==> src/verilog/rgp_pkg.sv <==
/*
  Shared constants for the PHY-side reduced-pin gigabit interface block:
  speed codes, link clock half-periods, nibble layout, media pair codes
  and crossover timing.
  Assumes a single 50 MHz system clock.
*/
`default_nettype none
package rgp_pkg;
  localparam int CLK_MHZ = 50;
  // Speed selection as seen on i_speed
  localparam logic [1:0] SPEED_10 = 2'h0;
  localparam logic [1:0] SPEED_100 = 2'h1;
  localparam logic [1:0] SPEED_1000 = 2'h2;
  // Link clock half-periods in system cycles, scaled 125 : 25 : 2.5 MHz
  localparam logic [7:0] HALF_1000 = 8'h01;
  localparam logic [7:0] HALF_100 = 8'h05;
  localparam logic [7:0] HALF_10 = 8'h32;
  localparam int NIB_W = 4;
  localparam int BYTE_W = 8;
  // Signal pair codes driven per media pair
  localparam logic [1:0] PAIR_A = 2'h0;
  localparam logic [1:0] PAIR_B = 2'h1;
  localparam logic [1:0] PAIR_C = 2'h2;
  localparam logic [1:0] PAIR_D = 2'h3;
  // Crossover hunt: dwell per configuration while no link
  localparam int MDIX_DWELL_US = 60;
  localparam int MDIX_DWELL_CYC = MDIX_DWELL_US * CLK_MHZ;
  localparam int FIFO_DEPTH = 16;
  typedef enum logic [2:0] {
    RX_IDLE = 3'h1,
    RX_LOW = 3'h2,
    RX_HIGH = 3'h4
  } rgp_rxst_type;
endpackage
`default_nettype wire

==> src/verilog/rgp_fifo.sv <==
/*
  Flip-flop FIFO with valid/ready on both sides and honest full/empty.
  Assumes one clock and a synchronous active-high reset.
*/
`default_nettype none
module rgp_fifo #(
  parameter int WIDTH = 9,
  parameter int DEPTH = 16
) (
  input wire logic i_clk,
  input wire logic i_srst,
  input wire logic i_in_valid,
  output logic o_in_ready,
  input wire logic [WIDTH-1:0] i_in_data,
  output logic o_out_valid,
  input wire logic i_out_ready,
  output logic [WIDTH-1:0] o_out_data
);
  localparam int AW = $clog2(DEPTH);
  logic [WIDTH-1:0] mem_ff [DEPTH];
  logic [AW-1:0] wr_ff;
  logic [AW-1:0] rd_ff;
  logic [AW:0] cnt_ff;
  logic push;
  logic pop;

  assign o_in_ready = (cnt_ff != DEPTH[AW:0]);
  assign o_out_valid = (cnt_ff != '0);
  assign o_out_data = mem_ff[rd_ff];
  assign push = i_in_valid && o_in_ready;
  assign pop = o_out_valid && i_out_ready;

  always_ff @(posedge i_clk) begin
    if (push) begin
      mem_ff[wr_ff] <= i_in_data;
    end
  end

  always_ff @(posedge i_clk) begin
    if (i_srst) begin
      wr_ff <= '0;
      rd_ff <= '0;
      cnt_ff <= '0;
    end else begin
      if (push) begin
        wr_ff <= (wr_ff == AW'(DEPTH - 1)) ? '0 : wr_ff + 1'b1;
      end
      if (pop) begin
        rd_ff <= (rd_ff == AW'(DEPTH - 1)) ? '0 : rd_ff + 1'b1;
      end
      cnt_ff <= cnt_ff + {{AW{1'b0}}, push} - {{AW{1'b0}}, pop};
    end
  end
endmodule // rgp_fifo
`default_nettype wire

==> src/verilog/rgp_phy_if.sv <==
/*
  PHY-side reduced-pin gigabit interface: serialises received bytes onto
  the receive clock/control/data pins, captures the transmit pins into
  bytes, and assigns signal pairs to media pairs with automatic crossover.
  Assumes the transmit pins are synchronous to i_clk and sampled by it;
  link clocks are modelled as levels toggled on system-clock enables.
*/
`default_nettype none
// Behaviour
// - PHY drives receive clock at 125, 25 or 2.5 MHz per speed (the code scales this to 25, 5 or 0.5 MHz of the 50 MHz clock).
// - Receive control carries data valid at receive clock rise.
// - Receive control carries valid/error derivative at receive clock fall.
// - Gigabit receive: low nibble at rise, high nibble at fall.
// - 10/100 receive: one nibble per receive clock, at rise.
// - Gigabit media pair 0 carries pair A straight, B crossed.
// - Gigabit media pair 1 carries pair B straight, A crossed.
// - Gigabit media pair 2 carries pair C straight, D crossed.
// - Gigabit media pair 3 carries pair D straight, C crossed.
// - 10/100 media pair 0 transmits straight, receives crossed.
// - 10/100 media pair 1 receives straight, transmits crossed.
// - 10/100 media pairs 2 and 3 stay unused.
// - Straight or crossed assignment is chosen automatically at all speeds.
module rgp_phy_if
  import rgp_pkg::*;
#(
  parameter int DWELL_CYC = rgp_pkg::MDIX_DWELL_CYC
) (
  input wire logic i_clk,
  input wire logic i_srst,
  input wire logic [1:0] i_speed,
  input wire logic i_link_up,
  input wire logic [3:0] i_pair_energy,
  input wire logic i_rx_valid,
  output logic o_rx_ready,
  input wire logic [rgp_pkg::BYTE_W-1:0] i_rx_data,
  input wire logic i_rx_err,
  output logic o_rx_clk,
  output logic o_rx_ctrl,
  output logic [rgp_pkg::NIB_W-1:0] o_rxd,
  input wire logic i_tx_clk,
  input wire logic i_tx_ctrl,
  input wire logic [rgp_pkg::NIB_W-1:0] i_txd,
  output logic o_tx_valid,
  output logic [rgp_pkg::BYTE_W-1:0] o_tx_data,
  output logic o_tx_en,
  output logic o_tx_err,
  output logic o_crossed,
  output logic [3:0] o_pair_tx_en,
  output logic [3:0] o_pair_rx_en,
  output logic [7:0] o_pair_sel
);
  import rgp_pkg::*;
  localparam int CW = $clog2(DWELL_CYC + 1);

  // Receive path: buffer, then serialise onto the link pins
  logic fifo_in_ready;
  logic fifo_valid;
  logic fifo_pop;
  logic [BYTE_W:0] fifo_word;
  logic [7:0] half_cnt_ff;
  logic [7:0] half_len;
  logic tick;
  logic gig;
  logic cur_dv_ff;
  logic cur_er_ff;
  logic [BYTE_W-1:0] cur_data_ff;
  logic nib_hi_ff;
  logic ready_ff;
  rgp_rxst_type rx_st_ff;

  rgp_fifo #(
    .WIDTH(BYTE_W + 1),
    .DEPTH(FIFO_DEPTH)
  ) u_rx_fifo (
    .i_clk(i_clk),
    .i_srst(i_srst),
    .i_in_valid(i_rx_valid && ready_ff),
    .o_in_ready(fifo_in_ready),
    .i_in_data({i_rx_err, i_rx_data}),
    .o_out_valid(fifo_valid),
    .i_out_ready(fifo_pop),
    .o_out_data(fifo_word)
  );

  // Ready is registered and gates the push, so a byte is taken only when
  // the source saw ready high; it drops for a cycle after each accept.
  always_ff @(posedge i_clk) begin
    if (i_srst) begin
      ready_ff <= 1'b0;
    end else begin
      ready_ff <= fifo_in_ready && !(i_rx_valid && ready_ff);
    end
  end
  assign o_rx_ready = ready_ff;

  assign gig = (i_speed == SPEED_1000);
  always_comb begin
    case (i_speed)
      SPEED_1000: half_len = HALF_1000;
      SPEED_100: half_len = HALF_100;
      default: half_len = HALF_10;
    endcase
  end
  assign tick = (half_cnt_ff >= half_len - 8'h01);
  // A new byte is fetched at a rising edge when the previous one is spent
  assign fifo_pop = tick && !o_rx_clk && (gig || !nib_hi_ff) && fifo_valid;

  // Clock divider: the receive clock runs free at the selected rate
  always_ff @(posedge i_clk) begin
    if (i_srst) begin
      half_cnt_ff <= 8'h00;
      o_rx_clk <= 1'b0;
    end else if (tick) begin
      half_cnt_ff <= 8'h00;
      o_rx_clk <= !o_rx_clk;
    end else begin
      half_cnt_ff <= half_cnt_ff + 8'h01;
    end
  end

  always_ff @(posedge i_clk) begin
    if (i_srst) begin
      rx_st_ff <= RX_IDLE;
      cur_dv_ff <= 1'b0;
      cur_er_ff <= 1'b0;
      cur_data_ff <= '0;
      nib_hi_ff <= 1'b0;
      o_rx_ctrl <= 1'b0;
      o_rxd <= '0;
    end else if (tick) begin
      if (!o_rx_clk) begin
        // Rising edge of the receive clock
        if (gig || !nib_hi_ff) begin
          cur_dv_ff <= fifo_valid;
          cur_er_ff <= fifo_valid && fifo_word[BYTE_W];
          cur_data_ff <= fifo_valid ? fifo_word[BYTE_W-1:0] : '0;
          o_rx_ctrl <= fifo_valid;
          o_rxd <= fifo_valid ? fifo_word[NIB_W-1:0] : '0;
          nib_hi_ff <= !gig && fifo_valid;
          rx_st_ff <= fifo_valid ? RX_LOW : RX_IDLE;
        end else begin
          o_rx_ctrl <= cur_dv_ff;
          o_rxd <= cur_data_ff[BYTE_W-1:NIB_W];
          nib_hi_ff <= 1'b0;
          rx_st_ff <= RX_HIGH;
        end
      end else begin
        // Falling edge: derivative of valid and error
        o_rx_ctrl <= cur_dv_ff ^ cur_er_ff;
        if (gig) begin
          o_rxd <= cur_data_ff[BYTE_W-1:NIB_W];
          rx_st_ff <= cur_dv_ff ? RX_HIGH : RX_IDLE;
        end
      end
    end
  end

  // Transmit capture; the MAC keeps its own clock and edge discipline
  logic tx_clk_q_ff;
  logic tx_en_ff;
  logic tx_half_ff;
  logic [NIB_W-1:0] tx_lo_ff;
  logic tx_rise;
  logic tx_fall;

  assign tx_rise = i_tx_clk && !tx_clk_q_ff;
  assign tx_fall = !i_tx_clk && tx_clk_q_ff;

  always_ff @(posedge i_clk) begin
    if (i_srst) begin
      tx_clk_q_ff <= 1'b0;
    end else begin
      tx_clk_q_ff <= i_tx_clk;
    end
  end

  always_ff @(posedge i_clk) begin
    if (i_srst) begin
      tx_en_ff <= 1'b0;
      tx_half_ff <= 1'b0;
      tx_lo_ff <= '0;
      o_tx_valid <= 1'b0;
      o_tx_data <= '0;
      o_tx_en <= 1'b0;
      o_tx_err <= 1'b0;
    end else begin
      o_tx_valid <= 1'b0;
      if (tx_rise) begin
        tx_en_ff <= i_tx_ctrl;
        if (gig || !tx_half_ff || !i_tx_ctrl) begin
          tx_lo_ff <= i_txd;
          tx_half_ff <= !gig && i_tx_ctrl;
        end else begin
          o_tx_valid <= 1'b1;
          o_tx_data <= {i_txd, tx_lo_ff};
          o_tx_en <= 1'b1;
          tx_half_ff <= 1'b0;
        end
      end else if (tx_fall) begin
        o_tx_err <= tx_en_ff ^ i_tx_ctrl;
        if (gig) begin
          o_tx_valid <= 1'b1;
          o_tx_data <= {i_txd, tx_lo_ff};
          o_tx_en <= tx_en_ff;
        end
      end
    end
  end

  // Automatic crossover: hunt between configurations until link comes up or the receive pair shows energy
  logic [CW-1:0] dwell_ff;
  logic rx_pair_live;

  assign rx_pair_live = o_crossed ? i_pair_energy[0] : i_pair_energy[1];

  always_ff @(posedge i_clk) begin
    if (i_srst) begin
      dwell_ff <= '0;
      o_crossed <= 1'b0;
    end else if (i_link_up || rx_pair_live) begin
      dwell_ff <= '0;
    end else if (dwell_ff == CW'(DWELL_CYC - 1)) begin
      dwell_ff <= '0;
      o_crossed <= !o_crossed;
    end else begin
      dwell_ff <= dwell_ff + 1'b1;
    end
  end

  always_ff @(posedge i_clk) begin
    if (i_srst) begin
      o_pair_tx_en <= 4'h0;
      o_pair_rx_en <= 4'h0;
      o_pair_sel <= 8'h00;
    end else if (gig) begin
      o_pair_tx_en <= 4'hf;
      o_pair_rx_en <= 4'hf;
      o_pair_sel[1:0] <= o_crossed ? PAIR_B : PAIR_A;
      o_pair_sel[3:2] <= o_crossed ? PAIR_A : PAIR_B;
      o_pair_sel[5:4] <= o_crossed ? PAIR_D : PAIR_C;
      o_pair_sel[7:6] <= o_crossed ? PAIR_C : PAIR_D;
    end else begin
      o_pair_tx_en <= {2'h0, o_crossed, !o_crossed};
      o_pair_rx_en <= {2'h0, !o_crossed, o_crossed};
      o_pair_sel[3:0] <= o_crossed ? {PAIR_A, PAIR_B} : {PAIR_B, PAIR_A};
      o_pair_sel[7:4] <= {PAIR_D, PAIR_C};
    end
  end
endmodule // rgp_phy_if
`default_nettype wire

==> config.mk <==
export PLATFORM = sky130hd
export DESIGN_NAME = rgp_phy_if
export DESIGN_NICKNAME = d
export VERILOG_FILES = /design/src/verilog/rgp_pkg.sv /design/src/verilog/rgp_fifo.sv /design/src/verilog/rgp_phy_if.sv
export SDC_FILE = /design/constraint.sdc
export NUM_CORES = 1
export LEC_CHECK = 0
export ABC_CLOCK_PERIOD_IN_PS = 3900
export BUFFER_PORTS_ARGS = -buffer_cell sky130_fd_sc_hd__buf_2
export CAP_MARGIN = 20
export CORE_ASPECT_RATIO = 1.2
export CORE_MARGIN = 3
export CORE_UTILIZATION = 30
export CTS_CLUSTER_DIAMETER = 50
export DETAILED_ROUTE_END_ITERATION = 8
export SLEW_MARGIN = 20
export SYNTH_ARGS = -nofsm -noshare
export SYNTH_HDL_FRONTEND = slang
export SYNTH_SLANG_ARGS = --single-unit
==> constraint.sdc <==
create_clock -name i_clk -period 3.9 [get_ports i_clk]
set_input_delay 0.39 -clock i_clk [delete_from_list [all_inputs] [get_ports i_clk]]
set_output_delay 0.39 -clock i_clk [all_outputs]
set_load 0.01 [all_outputs]
==> results of run 1 <==
layer usage:
metal,wire [µm],part of all wire,vias up,GRT usage
met1,7820,0.44,2465,0.145
met4,416,0.023,2,0.0285
met5,13,0.00073,-,0
met3,899,0.050,26,0.0235
met2,8770,0.49,103,0.190
li1,-,-,2429,-
logic make-up after synthesis:
logic type | after synthesis
flops | 222
buf+inv | 54
other cells | 2
xor+xnor | 22
fa+ha+maj | 21
mux | 57
simple gates | 169
compound gates | 68
worst max-delay path by stage:
stage | slack (ns) | to | cells past startpoint
floorplan | 0.57 | u_rx_fifo.cnt_ff[4]$_SDFF_PP0_ | 17
global placement | 0.46 | u_rx_fifo.cnt_ff[4]$_SDFF_PP0_ | 18
detailed placement | 0.45 | u_rx_fifo.cnt_ff[4]$_SDFF_PP0_ | 18
CTS | 0.90 | u_rx_fifo.cnt_ff[4]$_SDFF_PP0_ | 17
global route | 0.66 | u_rx_fifo.cnt_ff[4]$_SDFF_PP0_ | 17
finish | 0.96 | u_rx_fifo.cnt_ff[4]$_SDFF_PP0_ | 17
metrics by stage:
stage                util  setup WS [ns]  instances  power (µW)  hold WS [ns]
global route        0.364          0.660       1091        6250         0.136
global placement    0.332          0.461       1045        3520         0.433
floorplan               -          0.572        617        3290         0.418
CTS                 0.364          0.897       1091        6060         0.112
finish              0.364          0.956       1092        5990         0.133
detailed placement  0.332          0.449       1045        3540         0.437
critical path, cell delays in order, from the launching register on:
cell	delay, ns
dfxtp_1	0.31
inv_1	0.08
ha_1	0.18
nor4b_1	0.35
buf_4	0.21
nor3_1	0.06
o21ai_1	0.14
inv_1	0.07
ha_1	0.27
inv_1	0.04
ha_1	0.18
inv_1	0.07
fa_1	0.20
inv_1	0.05
a21oi_1	0.14
nor2_1	0.06
or3_1	0.34
a21oi_1	0.13
Yosys cell counts, types with 5 or more instances:
library cell    n
buf_4           8
nand2b_1        6
mux2i_1        25
mux4_2         31
nor2_1         70
a22o_1          5
inv_1          18
nor2b_1         9
dfxtp_1        78
nand3_1        15
xnor2_1        11
xor2_1         11
ha_1           20
edfxtp_1      144
o21ai_0         9
nand2_1        26
buf_2           9
nor3_1         10
a22oi_1        11
a21oi_1        17
clkbuf_1       16
power by group through the flow:
stage,Sequential [µW],Combinational [µW],Clock [µW]
3_3_place_gp,2730,796,0
6_report,2680,799,2510
4_1_cts,2680,815,2570
2_1_floorplan,2690,593,0
5_1_grt,2700,886,2660
3_5_place_dp,2730,810,0
state kept, by name, summed over array words and instances, names as in the netlist, 3 cells and up, named ones only:
register          cells
o_pair_tx_en          3
o_tx_data             8
dwell_ff             12
half_cnt_ff           8
tx_lo_ff              4
u_rx_fifo.mem_ff    144
o_pair_sel            5
u_rx_fifo.wr_ff       4
cur_data_ff           4
u_rx_fifo.cnt_ff      5
o_rxd                 4
u_rx_fifo.rd_ff       4
layout make-up:
class	count	area (µm²)	share of cell area
Antenna cell	1	2.50	0.000238
Clock buffer	31	678	0.0645
Clock inverter	15	226	0.0215
Inverter	19	71.3	0.00678
Multi-Input combinational cell	341	2730	0.259
Sequential cell	222	5890	0.560
Tap cell	385	482	0.0458
Timing Repair Buffer	78	448	0.0426
==> summary.txt, run 1 <==
Timing
  – Slew margin rel.: 0.411
  – Final TNS setup: 0 ns
  – Min cycle time layout: 2.94 ns
  – Hold violation count in the final report: 0
  – Final setup fails: 0
  – RSZ-0062 raised after global routing: no
  – Worst Tran Pin Value: 0.882 ns
  – Final slew viol count: 0
  – Fin crit share: 0.755
  – Highest clock rate: 340 MHz
  – Clock skew: 0.0106 ns

Clock tree
  – CTS Root Cell: clkbuf_16
  – CTS resizes: 0
  – Num CTS Buffers: 25
  – Clock Sinks: 222
  – H-tree depth: 1
  – Clk_lat worst skew: 0.52 ns
  – Count of hold-fix buffers inserted at cts: 0
  – Maximum buffer depth of the clock tree: 3
  – TritonCTS clock tree: built
  – Post-CTS Setup Repair Bufs: 0
  – Clock transition at path regs: 0.06 ns

Logic synthesis
  – Mux cell area share after synthesis: 0.108
  – Cells after synthesis: 615
  – Number of synthesized register bits: 222
  – Area leader, netlist: edfxtp_1
  – Simple-Gate Fraction of Synth Area: 0.0929
  – YS warnings: 0
  – Ranking of synthesized cells by area: edfxtp_1 (49%), dfxtp_1 (18%), mux4_2 (7.9%)
  – Mean Syn Cell Area: 14.4 µm²
  – Library cells used by synthesis: 59
  – Post-synthesis adder-cell area fraction: 0.0305
  – Mapped Area: 8850 µm²
  – Async SR Flop Fraction: 0
  – Complex-gate fraction of the synthesized area: 0.0526
  – Top FF cell, synth: edfxtp_1
  – Post-synthesis xor/xnor area fraction: 0.0218
  – Number of synthesized flops with an enable pin: 144
  – Largest family of logic cells by synthesized area: multiplexers
  – Seq/Total Area, Yosys: 0.665
  – Post-synth top area share: 0.489

Floorplan
  – Die area: 31600 µm²
  – Top-Level Pins: 60
  – Chip Width: 163 µm
  – Die Height: 194 µm
  – CORE AREA: 28900 µm²
  – FP Rows: 68
  – Starting Density: 0.306

Layout
  – Post-route cell area: 10500 µm²
  – Commonest non-fill, non-tap cell in the layout: edfxtp_1
  – Fillcell total: 2759
  – Most frequent cells in the layout: edfxtp_1 (144), dfxtp_1 (77), nor2_1 (70)
  – Nets@finish: 733
  – Area grow syn2layout: 18.9%
  – Layout cells sized above 1: 0.220

Pwr
  – P_sw: 1440 µW
  – Internal cell power: 4550 µW
  – Clock power share: 0.419
  – Pwr per Cell Area: 569 nW/µm²
  – Peak VDD IR: 298 µV
  – Comb power frac: 0.133
  – Lkg Pwr: 0.00365 µW
  – Seq pwr share: 0.448
  – Sw Ratio: 0.240

Worst setup path
  – Crit. End Element: flip-flop
  – R2r endpoint: u_rx_fifo.cnt_ff[4]$_SDFF_PP0_
  – Flop2flop setup slack: 0.96 ns
  – Worst EP arrival: 3.38 ns
  – WS Path Type: reg2reg
  – Worst Setup SP: u_rx_fifo.cnt_ff[2]$_SDFF_PP0_
  – CP required: 4.34 ns
  – CP max FO: 4
  – Worst R2R Start: u_rx_fifo.cnt_ff[2]$_SDFF_PP0_
  – FF-to-FF path depth: 17
  – CP Launch Type: flip-flop

Placed design
  – Gpl congestion: 0.757
  – Port Buf Inserts: 55
  – Placed inst area: 9610 µm²
  – Final HPWL DP: 11700 µm

Hold path
  – Hold worst-path end: tx_lo_ff[2]$_SDFFE_PP0P_
  – Min-Delay Path Depth: 3
  – Hold_sp: i_txd[2]
  – Worst hold path type: in2reg

Routing
  – Final ANT Viol Nets: 0
  – DRC marker count from the first detailed-route iteration: 328
  – Drt wl/cell: 16.4 µm
  – Via density: 4.60
  – Vias post-DR: 5025
  – Final WL: 17900 µm
  – Pre-antenna DRT Iters: 4
  – Post-route DRC: 0

Global routing
  – Antenna violations before repair: 2
  – First-pass GRT wire length: 28100 µm
  – Vias in the first global route: 5059
  – GRT Overall Usage: 0.112
  – Overflow left after global routing: 0
  – Pin count of the biggest net entering global routing: 45

Run
  – Maxcap violations: 0

Outcome
  – Run status: finished, final reports clean
Power figures use the tool's default switching activity.
==> inputs of run 2 (changes only) <==
ABC_CLOCK_PERIOD_IN_PS = 2800   (was 3900)
clock period = 2.8 ns   (was 3.9 ns; I/O delays follow)
==> summary.txt, run 2 (synthesized netlist as in run 1, its figures left out) <==
Layout
  – Cell Count, Final, Fillers Out: 1119 (was 1092)
  – Number of diodes: 0 (was 1)
  – Most frequent cells in the layout: edfxtp_1 (144), dfxtp_1 (71), nor2_1 (69) (was edfxtp_1 (144), dfxtp_1 (77), nor2_1 (70))
  – Top flop regs: u_rx_fifo.mem_ff: 144 flops, dwell_ff: 12 flops (unchanged)
  – Largest Register: u_rx_fifo.mem_ff (unchanged)
  – Area grow syn2layout: 22.7% (was 18.9%)
  – Commonest non-fill, non-tap cell in the layout: edfxtp_1 (unchanged)
  – Largest register FFs: 144 (unchanged)
  – Layout cells sized above 1: 0.282 (was 0.220)
  – Nets@finish: 760 (was 733)

Worst setup path
  – CP Launch Type: flip-flop (unchanged)
  – Crit. End Element: flip-flop (unchanged)
  – WS Path Type: reg2reg (unchanged)
  – Flop2flop setup slack: 0.06 ns (was 0.96 ns)
  – Worst EP arrival: 3.20 ns (was 3.38 ns)
  – R2r endpoint: u_rx_fifo.cnt_ff[4]$_SDFF_PP0_ (unchanged)
  – Setup crit end: u_rx_fifo.cnt_ff[4]$_SDFF_PP0_ (unchanged)
  – Worst R2R Start: half_cnt_ff[4]$_SDFF_PP0_ (was u_rx_fifo.cnt_ff[2]$_SDFF_PP0_)
  – Worst Setup SP: half_cnt_ff[4]$_SDFF_PP0_ (was u_rx_fifo.cnt_ff[2]$_SDFF_PP0_)
  – CP max FO: 3 (was 4)
  – FF-to-FF path depth: 14 (was 17)
  – CP required: 3.26 ns (was 4.34 ns)

Pwr
  – Peak VDD IR: 389 µV (was 298 µV)
  – Pwr per Cell Area: 785 nW/µm² (was 569 nW/µm²)
  – Lkg Pwr: 0.00379 µW (was 0.00365 µW)

Routing
  – Post-route DRC: 0 (unchanged)
  – Vias post-DR: 5164 (was 5025)
  – Drt wl/cell: 16.7 µm (was 16.4 µm)
  – DRC marker count from the first detailed-route iteration: 401 (was 328)
  – Pre-antenna DRT Iters: 4 (unchanged)
  – Via density: 4.61 (was 4.60)
  – Final WL: 18700 µm (was 17900 µm)
  – Final ANT Viol Nets: 0 (unchanged)

Outcome
  – Run status: finished, final reports clean (unchanged)

Placed design
  – Setup WS pre-CTS: -0.268 ns (was 0.449 ns)
  – Gpl congestion: 0.781 (was 0.757)
  – Port Buf Inserts: 55 (unchanged)
  – Final HPWL DP: 12100 µm (was 11700 µm)
  – Placed Cells: 1063 (was 1045)

Floorplan
  – CORE AREA: 28900 µm² (unchanged)
  – FP Rows: 68 (unchanged)
  – Starting Density: 0.306 (unchanged)
  – Top-Level Pins: 60 (unchanged)
  – Die area: 31600 µm² (unchanged)
  – Chip Width: 163 µm (unchanged)
  – Die Height: 194 µm (unchanged)

Clock tree
  – Clk_lat worst skew: 0.54 ns (was 0.52 ns)
  – TritonCTS clock tree: built (unchanged)
  – Clock Sinks: 222 (unchanged)
  – Num CTS Buffers: 27 (was 25)
  – H-tree depth: 1 (unchanged)
  – Clock transition at path regs: 0.05 ns (was 0.06 ns)
  – Maximum buffer depth of the clock tree: 3 (unchanged)
  – CTS Root Cell: clkbuf_16 (unchanged)

Timing
  – Fin crit share: 0.979 (was 0.755)
  – Clock skew: 0.0201 ns (was 0.0106 ns)
  – Worst Setup Slack, final: 0.0590 ns (was 0.956 ns)
  – Highest clock rate: 365 MHz (was 340 MHz)
  – Final setup fails: 0 (unchanged)
  – Min cycle time layout: 2.74 ns (was 2.94 ns)
  – Final slew viol count: 0 (unchanged)
  – Worst Tran Pin Value: 0.814 ns (was 0.882 ns)
  – RSZ-0062 raised after global routing: yes (was no)
  – Slew margin rel.: 0.457 (was 0.411)
  – Hold violation count in the final report: 0 (unchanged)

Hold path
  – Worst hold path type: in2reg (unchanged)
  – Min-Delay Path Depth: 2 (was 3)

Global routing
  – GRT Overall Usage: 0.117 (was 0.112)
  – Antenna violations before repair: 2 (unchanged)
  – Pin count of the biggest net entering global routing: 31 (was 45)
  – Overflow left after global routing: 0 (unchanged)
  – First-pass GRT wire length: 29300 µm (was 28100 µm)
  – Vias in the first global route: 5218 (was 5059)

Run
  – Maxcap violations: 0 (unchanged)
-- run 2: cell count changes in the layout (fill, tap and decap cells not counted), moves of 2 or more --
cell | before | now
clkbuf_16 | 25 | 27
dfxtp_2 | 1 | 6
buf_4 | 23 | 45
ha_4 | 0 | 7
inv_2 | 1 | 8
inv_1 | 18 | 11
clkbuf_8 | 3 | 1
dlygate4sd3_1 | 0 | 2
ha_1 | 20 | 13
clkinv_2 | 1 | 3
bufinv_16 | 5 | 3
dfxtp_1 | 77 | 71
clkinv_1 | 4 | 7
-- run 2: repair_timing --
action,CTS,global route
pin swaps,0,12
setup buffers,0,5
endpoints found under the hold margin,3,0
setup endpoints to repair,1,2
hold buffers,2,0
gates cloned,0,0
gates resized for setup,1,25
-- run 2: worst max-delay path, cell delays in order (launching register included) --
cell and delay (ns):
dfxtp_4 0.36, ha_4 0.15, a2111o_1 0.45, o21ai_4 0.19
inv_2 0.06, ha_4 0.26, inv_2 0.04, ha_4 0.15
inv_2 0.05, fa_2 0.21, inv_2 0.04, a21oi_2 0.15
nor2_2 0.06, or3_1 0.36, a21oi_1 0.14
-- run 2: worst min-delay path by stage --
stage,startpoint,end,slack (ns)
floorplan,i_rx_data[0],u_rx_fifo.mem_ff[0][0]$_DFFE_PP_,0.38
global placement,dwell_ff[0]$_SDFF_PP0_,dwell_ff[0]$_SDFF_PP0_,0.43
detailed placement,dwell_ff[0]$_SDFF_PP0_,dwell_ff[0]$_SDFF_PP0_,0.45
CTS,i_tx_clk,tx_clk_q_ff$_SDFF_PP0_,0.002
global route,i_tx_clk,tx_clk_q_ff$_SDFF_PP0_,0.01
finish,i_tx_clk,tx_clk_q_ff$_SDFF_PP0_,0.02
-- run 2: metal layers --
metal | global-route usage | vias to the layer above | routed length [µm]
met5 | 0 | - | 21
met4 | 0.0313 | 4 | 377
met3 | 0.0241 | 32 | 795
met2 | 0.201 | 109 | 9250
met1 | 0.150 | 2526 | 8240
li1 | - | 2493 | -
-- run 2: cell type report --
cell class | count | area [µm²]
clock buffers | 30 | 697
clock inverters | 19 | 193
fillers | 2758 | 18100
inverters | 19 | 71.3
multi-input cells | 341 | 2860
flip-flops and latches | 222 | 5900
well taps | 385 | 482
repair buffers | 103 | 653
-- run 2: through the flow --
| step | setup TNS, ns | instance area (µm²) | util | hold WS, ns | power [µW] |
|---|---|---|---|---|---|
| 2_1_floorplan | -0.178 | 8900 | - | 0.379 | 4590 |
| 3_3_place_gp | -0.382 | 9800 | 0.339 | 0.432 | 5040 |
| 3_5_place_dp | -0.428 | 9800 | 0.339 | 0.446 | 5060 |
| 4_1_cts | 0 | 10700 | 0.371 | 0.00197 | 8510 |
| 5_1_grt | -0.0582 | 10900 | 0.375 | 0.0142 | 8910 |
| 6_report | 0 | 10900 | 0.375 | 0.0189 | 8530 |
-- run 2: power breakdown --
part / switching, µW / total, µW / internal (µW) / leakage, µW
registers: 113 / 3730 / 3620 / 0.00194
logic: 689 / 1370 / 680 / 0.00142
clock network: 1350 / 3430 / 2080 / 0.000431
